[src/tps_clock_synth_map.vh]
// register map, field positions, reset values and timing of the clock synth
// Notes on behaviour
// - each loop runs at ref times P over 2048 Q
// - loop one may follow frequency select
// - control pin takes one of four functions
// - select level picks one of two settings
// - divider changes land only on period boundaries
// - suspend may act beside the main function
// - output enable low tri-states every output
// - shutdown low stops loops, oscillator, outputs
// - loops relock after leaving shutdown
// - crystal drive strength is configurable
// - six-bit load capacitance, 0.375 pF steps
// - driven reference bypasses load caps; feedback floats
// - crosspoint routes four sources to three outputs
// - each output has seven-bit post divider
// - outputs A, B two dividers; C one
// - suspend low stops a configured set
// - suspended loop stops; suspended output tri-states
// - output may take inverted loop phase
// - loop counted locked 3 ms after start
`ifndef TPS_CLOCK_SYNTH_MAP_VH
`define TPS_CLOCK_SYNTH_MAP_VH

// ***********************************
// register offsets (byte addresses)
// ***********************************
`define TPS_OFF_CTRL 8'h00
`define TPS_OFF_XTAL 8'h04
`define TPS_OFF_L1S0 8'h08
`define TPS_OFF_L1S1 8'h0C
`define TPS_OFF_L2 8'h10
`define TPS_OFF_L3 8'h14
`define TPS_OFF_OUTA 8'h18
`define TPS_OFF_OUTB 8'h1C
`define TPS_OFF_OUTC 8'h20
`define TPS_OFF_SUSP 8'h24
`define TPS_OFF_STAT 8'h28

// ***********************************
// field positions
// ***********************************
`define TPS_CTRL_RUN 0
`define TPS_CTRL_MODE_LO 1
`define TPS_CTRL_MODE_HI 2
`define TPS_CTRL_SUSP_ALSO 3
`define TPS_CTRL_BYPASS 4
`define TPS_CTRL_DRV_LO 5
`define TPS_CTRL_DRV_HI 6
`define TPS_LOOP_Q_LO 0
`define TPS_LOOP_Q_HI 7
`define TPS_LOOP_P_LO 8
`define TPS_LOOP_P_HI 18
`define TPS_OUT_DIV0_LO 0
`define TPS_OUT_DIV0_HI 6
`define TPS_OUT_DIV1_LO 8
`define TPS_OUT_DIV1_HI 14
`define TPS_OUT_SRC_LO 16
`define TPS_OUT_SRC_HI 17
`define TPS_OUT_INV 18
`define TPS_SUSP_OUT_LO 4

// ***********************************
// control pin functions
// ***********************************
`define TPS_MODE_FS 2'h0
`define TPS_MODE_SUSP 2'h1
`define TPS_MODE_OE 2'h2
`define TPS_MODE_SHUT 2'h3

// ***********************************
// reset values
// ***********************************
`define TPS_RST_LOOP 19'h00101
`define TPS_RST_OUT 19'h00101
`define TPS_RST_LOAD 6'h00
`define TPS_RST_SUSP 7'h00

// ***********************************
// timing
// ***********************************
`define TPS_MCLK_KHZ 25000
`define TPS_LOCK_TIME_US 3000
`define TPS_PSCALE_BITS 11

`endif

[src/tps_clock_synth.v]
// three-loop clock synthesizer control logic with register port
`timescale 1ns/1ps
`default_nettype none
`include "tps_clock_synth_map.vh"

module tps_clock_synth #(
  parameter LOCK_CYC = `TPS_LOCK_TIME_US * `TPS_MCLK_KHZ / 1000,
  parameter AW = 8
) (
  input wire mclk,                 // 25 MHz reference clock
  input wire resetn,               // synchronous reset, active low
  input wire [AW-1:0] reg_addr,    // register byte address
  input wire [31:0] reg_wdata,     // register write data
  input wire reg_wr,               // write strobe
  input wire reg_rd,               // read strobe
  output wire [31:0] reg_rdata,    // read data, cycle after strobe
  input wire gp_ctrl_in,           // general-purpose control pin
  output wire clock_out_a,         // clock output a
  output wire clock_out_a_oe,      // clock output a drive enable
  output wire clock_out_b,         // clock output b
  output wire clock_out_b_oe,      // clock output b drive enable
  output wire clock_out_c,         // clock output c
  output wire clock_out_c_oe,      // clock output c drive enable
  output wire osc_enable,          // reference oscillator enable
  output wire xtal_load_en,        // on-die load caps connected
  output wire [5:0] xtal_load,     // load capacitance code
  output wire [1:0] xtal_drive,    // oscillator inverter strength
  output wire [2:0] loop_locked    // loop lock qualifiers
);

  localparam PS = `TPS_PSCALE_BITS;
  localparam [23:0] LOCK_LAST = LOCK_CYC - 1;

  // ***********************************
  // helper functions
  // ***********************************
  // limit of the phase accumulator for a pre-divider value
  function [19:0] loop_limit;
    input [7:0] q;
    begin
      loop_limit = {1'b0, ((q == 8'h00) ? 8'h01 : q), {PS{1'b0}}};
    end
  endfunction

  function [6:0] eff_div;
    input [6:0] d;
    begin
      eff_div = (d == 7'h00) ? 7'h01 : d;
    end
  endfunction

  function [6:0] half_div;
    input [6:0] d;
    reg [7:0] s;
    begin
      s = {1'b0, d} + 8'h01;
      half_div = s[7:1];
    end
  endfunction

  // ***********************************
  // configuration registers
  // ***********************************
  reg run_q;
  reg [1:0] mode_q;
  reg susp_also_q;
  reg bypass_q;
  reg [1:0] drive_q;
  reg [5:0] load_q;
  reg [18:0] l1s0_q;
  reg [18:0] l1s1_q;
  reg [18:0] l2_q;
  reg [18:0] l3_q;
  reg [18:0] outa_q;
  reg [18:0] outb_q;
  reg [18:0] outc_q;
  reg [6:0] susp_q;
  reg [31:0] rdata_q;

  wire cfg_wr;
  assign cfg_wr = reg_wr & ~run_q;

  always @(posedge mclk) begin
    if (!resetn) begin
      run_q <= 1'b0;
      mode_q <= `TPS_MODE_FS;
      susp_also_q <= 1'b0;
      bypass_q <= 1'b0;
      drive_q <= 2'h0;
      load_q <= `TPS_RST_LOAD;
      l1s0_q <= `TPS_RST_LOOP;
      l1s1_q <= `TPS_RST_LOOP;
      l2_q <= `TPS_RST_LOOP;
      l3_q <= `TPS_RST_LOOP;
      outa_q <= `TPS_RST_OUT;
      outb_q <= `TPS_RST_OUT;
      outc_q <= `TPS_RST_OUT;
      susp_q <= `TPS_RST_SUSP;
    end else begin
      if (reg_wr && reg_addr == `TPS_OFF_CTRL) begin
        run_q <= reg_wdata[`TPS_CTRL_RUN];
      end
      if (cfg_wr) begin
        case (reg_addr)
          `TPS_OFF_CTRL: begin
            mode_q <= reg_wdata[`TPS_CTRL_MODE_HI:`TPS_CTRL_MODE_LO];
            susp_also_q <= reg_wdata[`TPS_CTRL_SUSP_ALSO];
            bypass_q <= reg_wdata[`TPS_CTRL_BYPASS];
            drive_q <= reg_wdata[`TPS_CTRL_DRV_HI:`TPS_CTRL_DRV_LO];
          end
          `TPS_OFF_XTAL: load_q <= reg_wdata[5:0];
          `TPS_OFF_L1S0: l1s0_q <= reg_wdata[18:0];
          `TPS_OFF_L1S1: l1s1_q <= reg_wdata[18:0];
          `TPS_OFF_L2: l2_q <= reg_wdata[18:0];
          `TPS_OFF_L3: l3_q <= reg_wdata[18:0];
          `TPS_OFF_OUTA: outa_q <= {reg_wdata[18:16], 1'b0,
                                    reg_wdata[14:8], 1'b0, reg_wdata[6:0]};
          `TPS_OFF_OUTB: outb_q <= {reg_wdata[18:16], 1'b0,
                                    reg_wdata[14:8], 1'b0, reg_wdata[6:0]};
          `TPS_OFF_OUTC: outc_q <= {reg_wdata[18:16], 9'h000,
                                    reg_wdata[6:0]};
          `TPS_OFF_SUSP: susp_q <= {reg_wdata[6:4], 1'b0, reg_wdata[2:0]};
          default: begin
          end
        endcase
      end
    end
  end

  // ***********************************
  // control pin synchroniser and decode
  // ***********************************
  reg gp_s1_q;
  reg gp_s2_q;
  reg fs_prev_q;
  wire fs_lvl;
  wire shut_act;
  wire stop_all;
  wire oe_off;
  wire susp_act;

  always @(posedge mclk) begin
    if (!resetn) begin
      gp_s1_q <= 1'b1;
      gp_s2_q <= 1'b1;
      fs_prev_q <= 1'b0;
    end else begin
      gp_s1_q <= gp_ctrl_in;
      gp_s2_q <= gp_s1_q;
      fs_prev_q <= fs_lvl;
    end
  end

  assign fs_lvl = (mode_q == `TPS_MODE_FS) & gp_s2_q;
  assign shut_act = (mode_q == `TPS_MODE_SHUT) & ~gp_s2_q;
  assign stop_all = ~run_q | shut_act;
  assign oe_off = (mode_q == `TPS_MODE_OE) & ~gp_s2_q;
  assign susp_act = ~gp_s2_q & ((mode_q == `TPS_MODE_SUSP) | susp_also_q);

  // ***********************************
  // synthesizer loops
  // ***********************************
  wire [18:0] loop_cfg0;
  assign loop_cfg0 = fs_lvl ? l1s1_q : l1s0_q;

  reg [19:0] acc_q [0:2];
  reg [23:0] lock_cnt_q [0:2];
  reg [2:0] tick_q;
  reg [2:0] lock_q;
  reg [19:0] acc_d [0:2];
  reg [2:0] tick_d;
  reg [2:0] loop_stop;
  reg [2:0] relock;
  reg [18:0] cfg;
  reg [19:0] sum;
  reg [19:0] lim;
  integer i;
  integer k;

  always @* begin
    cfg = 19'h00000;
    sum = 20'h00000;
    lim = 20'h00000;
    relock = 3'h0;
    // loop one relocks on a new setting
    relock[0] = fs_lvl ^ fs_prev_q;
    for (i = 0; i < 3; i = i + 1) begin
      case (i)
        0: cfg = loop_cfg0;
        1: cfg = l2_q;
        default: cfg = l3_q;
      endcase
      // suspended loops in the set stop
      loop_stop[i] = stop_all | (susp_act & susp_q[i]);
      sum = acc_q[i] + {1'b0, cfg[`TPS_LOOP_P_HI:`TPS_LOOP_P_LO]};
      lim = loop_limit(cfg[`TPS_LOOP_Q_HI:`TPS_LOOP_Q_LO]);
      if (sum >= lim) begin
        acc_d[i] = sum - lim;
        tick_d[i] = 1'b1;
      end else begin
        acc_d[i] = sum;
        tick_d[i] = 1'b0;
      end
    end
  end

  always @(posedge mclk) begin
    if (!resetn) begin
      for (k = 0; k < 3; k = k + 1) begin
        acc_q[k] <= 20'h00000;
        lock_cnt_q[k] <= 24'h000000;
      end
      tick_q <= 3'h0;
      lock_q <= 3'h0;
    end else begin
      for (k = 0; k < 3; k = k + 1) begin
        // a stopped loop clears all its logic
        if (loop_stop[k]) begin
          acc_q[k] <= 20'h00000;
          lock_cnt_q[k] <= 24'h000000;
          tick_q[k] <= 1'b0;
          lock_q[k] <= 1'b0;
        end else begin
          acc_q[k] <= acc_d[k];
          tick_q[k] <= tick_d[k];
          if (relock[k]) begin
            lock_cnt_q[k] <= 24'h000000;
            lock_q[k] <= 1'b0;
          end else if (lock_cnt_q[k] >= LOCK_LAST) begin
            lock_q[k] <= 1'b1;
          end else begin
            lock_cnt_q[k] <= lock_cnt_q[k] + 24'h000001;
          end
        end
      end
    end
  end

  // ***********************************
  // crosspoint and post dividers
  // ***********************************
  reg [6:0] cnt_q [0:2];
  reg [6:0] cur_q [0:2];
  reg [2:0] out_q;
  reg [2:0] oe_q;
  reg [2:0] src_ok;
  reg [2:0] src_tk;
  reg [2:0] inv;
  reg [2:0] out_susp;
  reg [6:0] new_div [0:2];
  reg [18:0] ocfg;
  reg [1:0] sel;
  integer j;
  integer m;

  always @* begin
    ocfg = 19'h00000;
    sel = 2'h0;
    for (j = 0; j < 3; j = j + 1) begin
      case (j)
        0: ocfg = outa_q;
        1: ocfg = outb_q;
        default: ocfg = outc_q;
      endcase
      sel = ocfg[`TPS_OUT_SRC_HI:`TPS_OUT_SRC_LO];
      case (sel)
        2'h0: begin
          src_ok[j] = ~stop_all;
          src_tk[j] = 1'b1;
        end
        2'h1: begin
          src_ok[j] = lock_q[0];
          src_tk[j] = tick_q[0];
        end
        2'h2: begin
          src_ok[j] = lock_q[1];
          src_tk[j] = tick_q[1];
        end
        default: begin
          src_ok[j] = lock_q[2];
          src_tk[j] = tick_q[2];
        end
      endcase
      inv[j] = ocfg[`TPS_OUT_INV];
      // select level picks a or b divider
      if (j < 2 && fs_lvl) begin
        new_div[j] = eff_div(ocfg[`TPS_OUT_DIV1_HI:`TPS_OUT_DIV1_LO]);
      end else begin
        new_div[j] = eff_div(ocfg[`TPS_OUT_DIV0_HI:`TPS_OUT_DIV0_LO]);
      end
      out_susp[j] = susp_act & susp_q[`TPS_SUSP_OUT_LO + j];
    end
  end

  always @(posedge mclk) begin
    if (!resetn) begin
      for (m = 0; m < 3; m = m + 1) begin
        cnt_q[m] <= 7'h00;
        cur_q[m] <= 7'h01;
      end
      out_q <= 3'h0;
      oe_q <= 3'h0;
    end else begin
      for (m = 0; m < 3; m = m + 1) begin
        if (!src_ok[m]) begin
          cnt_q[m] <= 7'h00;
          cur_q[m] <= new_div[m];
        end else if (src_tk[m]) begin
          // new divider taken at period end
          if (cnt_q[m] + 7'h01 >= cur_q[m]) begin
            cnt_q[m] <= 7'h00;
            cur_q[m] <= new_div[m];
          end else begin
            cnt_q[m] <= cnt_q[m] + 7'h01;
          end
        end
        out_q[m] <= src_ok[m] & ((cnt_q[m] < half_div(cur_q[m])) ^ inv[m]);
        oe_q[m] <= ~stop_all & ~oe_off & ~out_susp[m];
      end
    end
  end

  // ***********************************
  // crystal oscillator controls
  // ***********************************
  reg osc_en_q;
  reg load_en_q;
  reg [5:0] load_out_q;
  reg [1:0] drive_out_q;

  always @(posedge mclk) begin
    if (!resetn) begin
      osc_en_q <= 1'b0;
      load_en_q <= 1'b0;
      load_out_q <= 6'h00;
      drive_out_q <= 2'h0;
    end else begin
      osc_en_q <= ~shut_act;
      load_en_q <= ~bypass_q & ~shut_act;
      // load code passed to cap bank
      load_out_q <= bypass_q ? 6'h00 : load_q;
      drive_out_q <= drive_q;
    end
  end

  // ***********************************
  // register read port
  // ***********************************
  always @(posedge mclk) begin
    if (!resetn) begin
      rdata_q <= 32'h00000000;
    end else if (reg_rd) begin
      case (reg_addr)
        `TPS_OFF_CTRL: rdata_q <= {25'h0000000, drive_q, bypass_q,
                                  susp_also_q, mode_q, run_q};
        `TPS_OFF_XTAL: rdata_q <= {26'h0000000, load_q};
        `TPS_OFF_L1S0: rdata_q <= {13'h0000, l1s0_q};
        `TPS_OFF_L1S1: rdata_q <= {13'h0000, l1s1_q};
        `TPS_OFF_L2: rdata_q <= {13'h0000, l2_q};
        `TPS_OFF_L3: rdata_q <= {13'h0000, l3_q};
        `TPS_OFF_OUTA: rdata_q <= {13'h0000, outa_q};
        `TPS_OFF_OUTB: rdata_q <= {13'h0000, outb_q};
        `TPS_OFF_OUTC: rdata_q <= {13'h0000, outc_q};
        `TPS_OFF_SUSP: rdata_q <= {25'h0000000, susp_q};
        `TPS_OFF_STAT: rdata_q <= {24'h000000, fs_lvl, gp_s2_q, susp_act,
                                  shut_act, 1'b0, lock_q};
        default: rdata_q <= 32'h00000000;
      endcase
    end else begin
      rdata_q <= 32'h00000000;
    end
  end

  assign reg_rdata = rdata_q;
  assign clock_out_a = out_q[0];
  assign clock_out_b = out_q[1];
  assign clock_out_c = out_q[2];
  assign clock_out_a_oe = oe_q[0];
  assign clock_out_b_oe = oe_q[1];
  assign clock_out_c_oe = oe_q[2];
  assign osc_enable = osc_en_q;
  assign xtal_load_en = load_en_q;
  assign xtal_load = load_out_q;
  assign xtal_drive = drive_out_q;
  assign loop_locked = lock_q;

endmodule // tps_clock_synth

`default_nettype wire

[config.mk]
export PLATFORM = sky130hd
export DESIGN_NAME = tps_clock_synth
export DESIGN_NICKNAME = d
export VERILOG_FILES = /design/src/tps_clock_synth.v
export VERILOG_INCLUDE_DIRS = /design/src
export SDC_FILE = /design/constraint.sdc
export NUM_CORES = 1
export LEC_CHECK = 0
export ABC_AREA = 1
export BUFFER_PORTS_ARGS = -buffer_cell sky130_fd_sc_hd__buf_2
export CAP_MARGIN = 30
export CORE_ASPECT_RATIO = 0.7
export CORE_MARGIN = 2
export CORE_UTILIZATION = 25
export DETAILED_ROUTE_END_ITERATION = 6
export HOLD_SLACK_MARGIN = 0.02
export PLACE_DENSITY_LB_ADDON = 0.05
export SKIP_LAST_GASP = 1
export SLEW_MARGIN = 10
export SYNTH_ARGS = -nofsm -noshare
export SYNTH_HDL_FRONTEND = slang
export SYNTH_SLANG_ARGS = --single-unit
[constraint.sdc]
create_clock -name mclk -period 6.4 [get_ports mclk]
set_input_delay 0.32 -clock mclk [delete_from_list [all_inputs] [get_ports mclk]]
set_output_delay 0.32 -clock mclk [all_outputs]
set_load 0.02 [all_outputs]
==> impl_metrics.py <==
metrics = {
    "grt": {
        "grt_pass1_wl_um": 100000,
        "grt_start_max_net_pins": 79,
        "overflow": 0,
        "antenna_found_initial": 4,
        "grt_pass1_vias": 15946,
        "grt_usage_pct": 15.6,
    },
    "worst_setup_path": {
        "path_class": "reg -> reg",
        "arrival_ns": 4.92,
        "endpoint_kind": "flop",
        "startpoint_type": "flop",
        "required_ns": 6.74,
        "cp_max_fo": 33,
    },
    "final_layout": {
        "diodes": 0,
        "syn2layout_area_growth_pct": 16.0,
        "utilization_pct": 29.3,
        "drive_above_1_share_pct": 10.8,
        "fin_area_sq_mm": 0.0236,
        "fin_nets": 2788,
    },
    "timing": {
        "final.min_clock_period_ns": 4.58,
        "drv_slew": 0,
        "relSlewSlack_pct": 42.0,
        "rsz0062_at_grt": "false",
        "setup_tns_ns": 0,
        "worst_pin_slew_ns": 0.867,
        "skew_ns": 0.0177,
        "fmax_mhz": 218,
        "finalCritPeriodShare_pct": 71.6,
        "setup_viol_count_final": 0,
        "hold_violations": 0,
    },
    "routing": {
        "drt.antenna.violating_nets": 0,
        "num_vias": 16935,
        "drt_first_iter_violations": 1211,
        "wl_per_cell_um": 17.8,
        "drc": 0,
        "via_per_inst": 4.53,
        "drtPass1Iterations": 5,
        "routed_wirelength_um": 66500,
    },
    "run_status": {
        "status": "finished, final reports clean",
    },
    "synthesis": {
        "synth_edf_count": 174,
        "yosysUniqueCellTypes": 64,
        "synthFlopType": "dfxtp_1",
        "synth_warnings": 0,
        "synth_area_per_cell_sq_um": 8.17,
        "ys_async_sr_fraction_pct": 0,
        "synth.ff_latch_count": 358,
        "seq_area_frac_synth_pct": 43.7,
        "syn-cell-area_sq_mm": 0.0204,
        "synthCells": 2494,
    },
    "floorplanning": {
        "core_area_sq_mm": 0.0807,
        "num_io_pins": 96,
        "die_w_um": 345,
        "die-area_sq_mm": 0.0838,
        "rows": 87,
        "initial_core_util_pct": 25.3,
        "die_h_um": 243,
    },
    "pwr": {
        "switching_share_pct": 25.5,
        "power_frac_seq_pct": 45.0,
        "p_clk_share_pct": 47.7,
        "ir_drop_v": 0.000189,
        "combPwrFrac_pct": 7.4,
        "switchingPower_w": 0.00140,
        "leakagePower_nw": 9.91,
        "p_int_w": 0.00410,
        "power_density_mw_per_mm2": 233,
    },
    "clock_network": {
        "worstSkewPairLatency_ns": 0.59,
        "cts_buffer_depth": 3,
        "cts_resized": 0,
        "cts_made_buffers": 45,
        "h-tree-depth": 2,
        "cts_tree": "yes",
        "clk_root_buffer_cell": "clkbuf_16",
        "cts.clk_slew.worst_paths_ns": 0.06,
        "cts.sinks": 358,
    },
    "placed_design": {
        "post-dp-hpwl_um": 50600,
        "place_congestion": 0.805,
        "port_buffers": 69,
        "dpl-instance-area_sq_mm": 0.0221,
    },
    "min_path": {
        "hp-class": "in -> reg",
    },
    "job": {
        "cap_violations": 0,
    },
}
cell type report:
class	instances	area, sq um
clock buffer	62	1320
timing repair buffer	82	472
clock inverter	22	180
tap	1068	1340
fill	8606	57000
multi-input combinational	1796	10100
inverter	349	1310
sequential	358	8910
critical path, stage by stage, from the launching register on:
cell,delay [ns]
dfxtp_1,0.35
inv_2,0.11
nand3_2,0.34
buf_4,0.39
o21ai_0,0.42
ha_1,0.26
nand2_1,0.14
nor2_2,0.17
nand3_2,0.10
nand3_2,0.12
inv_1,0.06
nor2_1,0.12
xor2_1,0.32
ha_1,0.26
nand2_1,0.08
o21ai_0,0.31
nand3_1,0.11
o2111ai_1,0.15
inv_2,0.10
nand2_4,0.16
nor2_4,0.08
nand2_1,0.09
nand2_1,0.06
what timing repair did:
action / in CTS / in global routing
buffers inserted: 0 / 0
hold buffers: 1 / 0
endpoints found under the hold margin: 1 / 0
cell families (layout without fill, tap and decap cells):
kind of cell / count (synthesis) / after routing / synth area share (%)
adders and majority gates: 111 / 111 / 7.04
and+or+nand+nor: 973 / 973 / 22.1
other: 2 / 94 / 0.0369
xor gates and xnor gates: 100 / 100 / 4.50
AOI/OAI and AO/OA: 518 / 518 / 14.1
buffers and inverters: 432 / 515 / 8.43
DFF: 358 / 358 / 43.7
routing by layer:
layer  routed length (um)  GRT usage [%]  vias to the layer above  part of all wire (%)
met5                   13              0                        -                 0.020
met3                 2920           2.31                       79                   4.4
li1                     -              -                     8607                     -
met2                27000           22.6                      260                    41
met4                 1280           3.69                        2                   1.9
met1                35300           24.1                     7987                    53
cell usage after synthesis (all sizes together), types with 2 or more instances:
cell | count | area (sq um)
dfxtp | 184 | 3680
o211ai | 12 | 90.1
o22ai | 31 | 194
clkbuf | 46 | 173
xor2 | 76 | 681
edfxtp | 174 | 5230
nand3 | 139 | 783
a21boi | 2 | 18.8
a311oi | 3 | 26.3
a211oi | 4 | 30.0
fa | 6 | 120
o21a | 3 | 22.5
nor3 | 33 | 206
a221oi | 18 | 158
nand3b | 12 | 93.8
or2 | 8 | 50.1
buf | 37 | 234
nand2 | 418 | 1660
o2111ai | 4 | 35.0
nor3b | 6 | 45.0
a31oi | 9 | 56.3
nor2 | 287 | 1200
a2111oi | 2 | 17.5
inv | 349 | 1310
o41ai | 2 | 17.5
and2 | 2 | 12.5
o21ai | 203 | 1020
nor4 | 14 | 115
ha | 105 | 1310
xnor2 | 24 | 236
nand4 | 50 | 313
conb | 2 | 7.51
and3 | 2 | 12.5
o21bai | 4 | 30.0
a21oi | 217 | 1130
metrics by stage:
step	power, W	instances	hold slack (ns)	worst slack (ns)
floorplan	0.00280	2586	0.393	2.50
global placement	0.00292	3648	0.403	1.81
detailed placement	0.00293	3651	0.400	1.84
CTS	0.00561	3736	0.0389	1.80
global route	0.00574	3737	0.0594	1.38
finish	0.00550	3737	0.0584	1.82
sequential cells by signal, indices dropped and copies added, names as in the netlist, 6 cells and up:
name,cells
load_q,6
reg_rdata,19
l2_q,19
outa_q,17
outb_q,17
cur_q,21
l1s0_q,19
cfg,19
ocfg,11
susp_q,6
cnt_q,21
xtal_load,6
acc_q,60
lock_cnt_q,72
l1s1_q,19
power by group through the flow:
stage	sequential (W)	clock (W)	combinational, W
5_1_grt	0.00248	0.00280	0.000461
3_5_place_dp	0.00252	0	0.000404
3_3_place_gp	0.00252	0	0.000401
4_1_cts	0.00247	0.00273	0.000407
6_report	0.00247	0.00262	0.000405
2_1_floorplan	0.00251	0	0.000290
placed cells by master, fill, tap and decap left out, types with 8 or more instances in the layout:
master	n
a21oi_1	208
a21oi_2	8
a221oi_1	18
a31oi_1	9
buf_2	68
buf_4	10
clkbuf_16	48
clkinv_2	9
conb_1	94
dfxtp_1	184
edfxtp_1	174
ha_1	105
inv_1	320
inv_2	29
nand2_1	391
nand2_2	23
nand3_1	122
nand3_2	16
nand3b_1	11
nand4_1	50
nor2_1	257
nor2_2	20
nor2_4	10
nor3_1	26
nor4_1	11
o211ai_1	12
o21ai_0	192
o21ai_1	11
o22ai_1	31
xnor2_1	22
xor2_1	74
worst paths after layout:
kind	start	to	slack [ns]	depth (start not counted)
setup / recovery	mode_q[1]	acc_q[0][18]	1.82	22
hold / removal	reg_wdata[15]	l2_q[15]	0.06	3
setup reg to reg	mode_q[1]	acc_q[0][18]	1.82	22
hold reg to reg	gp_s1_q	gp_s2_q	0.41	1
(Power assumes the default switching activity.)
